==> src/mbox_irq_cfg.svh <==
// Register offsets, field positions and reset values of the mailbox irq block
`ifndef MBOX_IRQ_CFG_SVH
`define MBOX_IRQ_CFG_SVH

`define MBOX_COUNT        4
`define CTRL_STATUS_OFS   9'h100
`define ENABLE_LSB        4
`define PENDING_LSB       0
`define CTRL_STATUS_RESET 8'h00
`define ENABLE_RESET      4'h0
`define PENDING_RESET     4'h0
`define IRQ_RESET         1'h0

`endif

==> src/mbox_irq_pkg.sv <==
// Types shared by the mailbox interrupt control block
package mbox_irq_pkg;
  typedef logic [3:0] mbox_vec_type;
  typedef logic [7:0] reg_byte_type;
endpackage : mbox_irq_pkg
==> src/local_mailbox_irq_ctrl.sv <==
// Local mailbox interrupt enable and pending register with irq output
`timescale 1ns/1ps
`include "mbox_irq_cfg.svh"

// Notes on behaviour
// - Enable bits 7..4 map mailboxes 3..0; enabled host write raises irq.
// - Disabled mailboxes never raise irq; enables reset to zero.
// - Pending bits 3..0 map mailboxes 3..0; one means pending; reset zero.
// - Local side reads and writes enables; host sees read-only copy.
module local_mailbox_irq_ctrl (
  input  wire logic                       sys_clk_i,
  input  wire logic                       rstn_i,
  input  wire logic [3:0]                 host_mbox_wr_i,
  input  wire logic                       loc_wr_i,
  input  wire logic [7:0]                 loc_wdata_i,
  output logic      [7:0]                 loc_rdata_o,
  output logic      [7:0]                 host_rdata_o,
  output logic                            loc_irq_o
);

  // Reset release pipeline; only the second stage feeds the logic
  logic                       rst_meta_q;
  logic                       rst_sync_q;

  // Enable field, rewritten whole on every local write
  mbox_irq_pkg::mbox_vec_type enable_q;
  mbox_irq_pkg::mbox_vec_type enable_d;

  // Pending flags, one per mailbox
  mbox_irq_pkg::mbox_vec_type pending_q;
  mbox_irq_pkg::mbox_vec_type pending_d;

  // Fields of the local write word and the qualified host writes
  mbox_irq_pkg::mbox_vec_type wr_enable;
  mbox_irq_pkg::mbox_vec_type wr_clear;
  mbox_irq_pkg::mbox_vec_type set_hit;
  mbox_irq_pkg::mbox_vec_type clr_hit;
  logic                       any_set;

  // Registered image seen by both sides, and the irq line
  mbox_irq_pkg::reg_byte_type rdata_q;
  mbox_irq_pkg::reg_byte_type rdata_d;
  logic                       irq_q;
  logic                       irq_d;

  // Reset release through two flops so deassertion is clean
  always_ff @(posedge sys_clk_i or negedge rstn_i) begin
    if (!rstn_i) begin
      rst_meta_q <= 1'h0;
      rst_sync_q <= 1'h0;
    end else begin
      rst_meta_q <= 1'h1;
      rst_sync_q <= rst_meta_q;
    end
  end

  // Split the local write word into its two fields
  assign wr_enable = loc_wdata_i[`ENABLE_LSB +: `MBOX_COUNT];
  assign wr_clear  = loc_wdata_i[`PENDING_LSB +: `MBOX_COUNT];

  // disabled mailboxes masked; the enables before a write decide
  assign set_hit = host_mbox_wr_i & enable_q;
  // Any qualified host write, kept for the irq checks
  assign any_set = |set_hit;

  assign clr_hit = wr_clear & {`MBOX_COUNT{loc_wr_i}};

  always_comb begin
    enable_d = enable_q;
    if (loc_wr_i) begin
      enable_d = wr_enable;
    end
  end

  // Enable register; the host has no write path, so it stays read-only
  always_ff @(posedge sys_clk_i or negedge rst_sync_q) begin
    if (!rst_sync_q) begin
      enable_q <= `ENABLE_RESET;
    end else begin
      enable_q <= enable_d;
    end
  end

  // clear first, then set, so an event in the clear cycle is kept
  always_comb begin
    pending_d = pending_q & ~clr_hit;
    pending_d = pending_d | set_hit;
  end

  // pending flags clear out of reset
  always_ff @(posedge sys_clk_i or negedge rst_sync_q) begin
    if (!rst_sync_q) begin
      pending_q <= `PENDING_RESET;
    end else begin
      pending_q <= pending_d;
    end
  end

  // image built from next values so it never lags the flags
  always_comb begin
    rdata_d = {enable_d, pending_d};
    irq_d   = |pending_d;
  end

  // Image and irq flops; outputs come straight from them
  always_ff @(posedge sys_clk_i or negedge rst_sync_q) begin
    if (!rst_sync_q) begin
      rdata_q <= `CTRL_STATUS_RESET;
      irq_q   <= `IRQ_RESET;
    end else begin
      rdata_q <= rdata_d;
      irq_q   <= irq_d;
    end
  end

  // Both sides read the same flops; no read strobe is needed
  assign loc_rdata_o  = rdata_q;
  assign host_rdata_o = rdata_q;
  assign loc_irq_o    = irq_q;

  // Per-mailbox checks; the sequences name what moves one pending flag
  genvar g;
  generate
    for (g = 0; g < `MBOX_COUNT; g++) begin : g_mbox_chk

    end
  endgenerate
endmodule : local_mailbox_irq_ctrl

==> config.mk <==
export PLATFORM = sky130hd
export DESIGN_NAME = local_mailbox_irq_ctrl
export DESIGN_NICKNAME = d
export VERILOG_FILES = /design/src/mbox_irq_pkg.sv /design/src/local_mailbox_irq_ctrl.sv
export VERILOG_INCLUDE_DIRS = /design/src
export SDC_FILE = /design/constraint.sdc
export NUM_CORES = 1
export LEC_CHECK = 0
export ABC_AREA = 1
export BUFFER_PORTS_ARGS = -buffer_cell sky130_fd_sc_hd__buf_2
export CORE_MARGIN = 2
export CORE_UTILIZATION = 35
export DETAILED_ROUTE_END_ITERATION = 10
export HOLD_SLACK_MARGIN = 0.02
export MAX_ROUTING_LAYER = met4
export PLACE_DENSITY_LB_ADDON = 0.08
export SYNTH_ARGS = -nofsm -noshare
export SYNTH_HDL_FRONTEND = slang
export SYNTH_SLANG_ARGS = --single-unit
==> constraint.sdc <==
create_clock -name sys_clk_i -period 1.7 [get_ports sys_clk_i]
set_clock_uncertainty 0.05 [all_clocks]
set_input_delay 0.085 -clock sys_clk_i [delete_from_list [all_inputs] [get_ports sys_clk_i]]
set_output_delay 0.085 -clock sys_clk_i [all_outputs]
set_load 0.1 [all_outputs]
Word level (Yosys, flattened, before mapping)
Cells that the tools add are included.
{"block": "word_totals", "mem_bits_ro": 0, "elab_cells": 13, "ramBits": 0, "n_memories": 0, "latchBits": 0, "register_bits": 19, "input_bits": 15}
{"block": "classes", "n_bitwise": 5, "magnitude_cmp": 0, "multipliers": 0, "n_shift": 0, "reduce_logical": 1, "eq_ne": 0, "n_mux": 1, "n_div": 0, "addsub": 0}
{"op": "$and A4 B4 Y4", "n": 3}
{"op": "$mux W4", "n": 1}
{"op": "$not A4 Y4", "n": 1}
{"op": "$or A4 B4 Y4", "n": 1}
{"op": "$reduce_or A4 Y1", "n": 1}

Depth between registers and ports, before layout
{"block": "depth", "ltp_word": 5, "mapped_depth": 6}

Least setup slack after synthesis
OpenSTA, ideal clock, no wires.
{"block": "synth_path", "kind": "reg-to-output", "from": "register, netlist name pending_q[0]", "to": "output loc_rdata_o[0]", "arrival_time_ns": 1.354, "stages_incl_launch_ff": 2, "t_required_ns": 1.565, "setup_slack_ns": 0.211, "cell_sequence": "dfrtp_1 -> buf_4"}
{"item": "to (decl)", "line": "local_mailbox_irq_ctrl.sv:16", "text": "output logic [7:0] loc_rdata_o,"}

==> run metrics <==
nets@finish between 90 and 100; Synth top area share between 50% and 60%; htree depth 1; buffers plus inverters on the worst setup path 1; PwrDens approximately 1400 nW/um^2; cell taking the most area after synthesis dfrtp_1; DRT Wirelength 870 um; Hold Fails Final Rpt 0; CP arrival 1.09 ns; Reg2Reg Setup Slack ~0.85 ns; Clock Sinks 11; RSZ-0062 raised after global routing no; Cells after Synth 44; WHS Path Cells 4; global route overflow 0; DRC violations left 0; CP endpoint host_rdata_o[6]; Setup Viol. Count Final 0; Post-Synthesis Net Count a little under 60; Crit-path slowest cell buf_2; first-pass GRT wire length between 1000 and 1500 um; crit path launch type register; P_leak ~0.37 nW; most frequent cells in the layout 31 x buf_2, 11 x dfrtp_1, 9 x nand2_1, 9 x dlygate4sd3_1, 8 x nand2_2; Setup crit start enable_q[2]; post-CTS repair timing setup buffer count 0; met2 Usage GRT roughly 20%; vias in the first global route between 300 and 400; worst setup path class register to output pin; Buffers on Ports 31; cell area after layout about 710 sq um; critical path's top delay family buffers and inverters; Die Y-Extent a little over 40 um; initial antenna violation count 0; Num CTS Buffers 3; status complete, no violations; row cnt 13; synth top area cells dfrtp_1 57%, buf_4 12%, nand2_2 10%; First-pass DRT Iterations 2; Post-Route Setup TNS 0 ns; Worst EP required approximately 1.6 ns; Seq/Total Area, Yosys 56.56%; Die ar. 1705 sq um; total number of vias 385; Avg Inst Size Synth about 11 sq um; FF+latch count, synth 11; crit-path max FO 4; GR Util met3 about 3.2%; Yosys warning count 0; n_diodes 0; vias per inst 4.096; max-cap violations 0; commonest non-fill, non-tap cell in the layout buf_2; largest net degree at the start of global routing 10; number of nets with antenna violations after detailed routing 0; final worst path period share 72.29%; busiest grt layer met2; minimum clock period about 1.2 ns; fraction of layout cells with a size suffix above 1 between 50% and 60%; GRT Overall Usage between 10% and 20%; # IOs 32; Max Root-Sink Buffers 2; clk_lat worst skew roughly 0.26 ns; M1 GR Usage 15.20%; critical-path cell list buf_2; WP depth 1; Slew Viols, Final 0; Clock Tree Root clkbuf_4; worst reg-to-reg path cell count 4; delay of the slowest cell on the worst path 0.45 ns; DP Area about 590 sq um; reg2reg end loc_irq_o; effective utilization at floorplan between 30 and 40%; Clock Pin Slew Worst Setup and Hold Paths about 0.07 ns; HPWL after DPL 614.7 um; worst vdd rail ir drop between 0.5 and 0.6 mV; Fmax 0.8137 GHz; routability cong. 0.6908; pre-CTS WS about 0.76 ns; Setup WS post-layout roughly 0.47 ns; drt wl/cell ~9.3 um; 1st-iter DRT viols 1; endpoint class of the critical path output pin; Critical R2R Launch enable_q[2]; cell area after synthesis between 400 and 500 sq um; post-synthesis cell type count 8; Die Span X just over 40 um; CTS tree yes; CORE AREA 1301 sq um; worst min path class input pin to register; Area Overhead vs Synth 44.99%
[Yosys cell counts (all sizes together)]
cell   number
buf         9
mux2        4
dfrtp      11
nand2      17
nor2        2
conb        1
[worst min path at each step]
stage                               from               to  slack [ns]
after floorplan                   rstn_i       rst_meta_q       -0.26
after global placement            rstn_i       rst_meta_q       -0.18
after detailed placement          rstn_i       rst_sync_q       -0.18
after CTS                 loc_wdata_i[3]  host_rdata_o[3]        0.02
after global routing      loc_wdata_i[0]     pending_q[0]        0.05
final                     loc_wdata_i[3]  host_rdata_o[3]        0.03
[cells by family (layout without fill, tap and decap cells)]
group	Yosys count	after routing	synth area share, %
multiplexers	4	4	9.254
other	1	1	0.7705
buffers and inverters	9	44	14.65
flip-flops	11	11	56.55
AND/OR/NAND/NOR	19	19	18.77
[final cells by class]
cell class / count / area [sq um]
flip-flops and latches: 11 / 275.3
clock buffers: 4 / 26.28
well taps: 15 / 18.77
fillers: 120 / 595.6
multi-input cells: 24 / 140.1
repair buffers: 40 / 245.2
[through the flow]
stage	hold WS, ns	util, %	instances	total power, W
2_1_floorplan	-0.2606	-	44	0.0007608
3_3_place_gp	-0.1789	45.29	81	0.0007985
3_5_place_dp	-0.1775	45.29	81	0.0007986
4_1_cts	0.02276	54.23	94	0.0009897
5_1_grt	0.04680	54.23	94	0.001025
6_report	0.03062	54.23	94	0.0009760
[timing repair]
item                                   4_1_cts  5_1_grt
resized for setup                            0        0
endpoints found under the hold margin       10        0
hold buffers                                 9        0
[report_power, final]
| part | leakage [nW] | switching, W | internal (W) |
|---|---|---|---|
| combinational | 0.226 | 0.000417 | 0.0000784 |
| sequential | 0.125 | 0.0000232 | 0.000289 |
| clock | 0.0150 | 0.0000775 | 0.0000906 |
| total | 0.366 | 0.000518 | 0.000458 |
[routing by layer]
layer,routed length (um),vias up,share of wire [%]
met5,0,-,0
met4,0,0,0
met3,71,0,8.2
met2,402,16,46
met1,396,169,46
li1,-,200,-
[state kept, by name, summed over array words and instances, names as in the netlist]
name and count:
pending_q 3, enable_q 4, host_rdata_o 1, rst_meta_q 1
loc_irq_o 1, rst_sync_q 1
(Power assumes the default switching activity.)
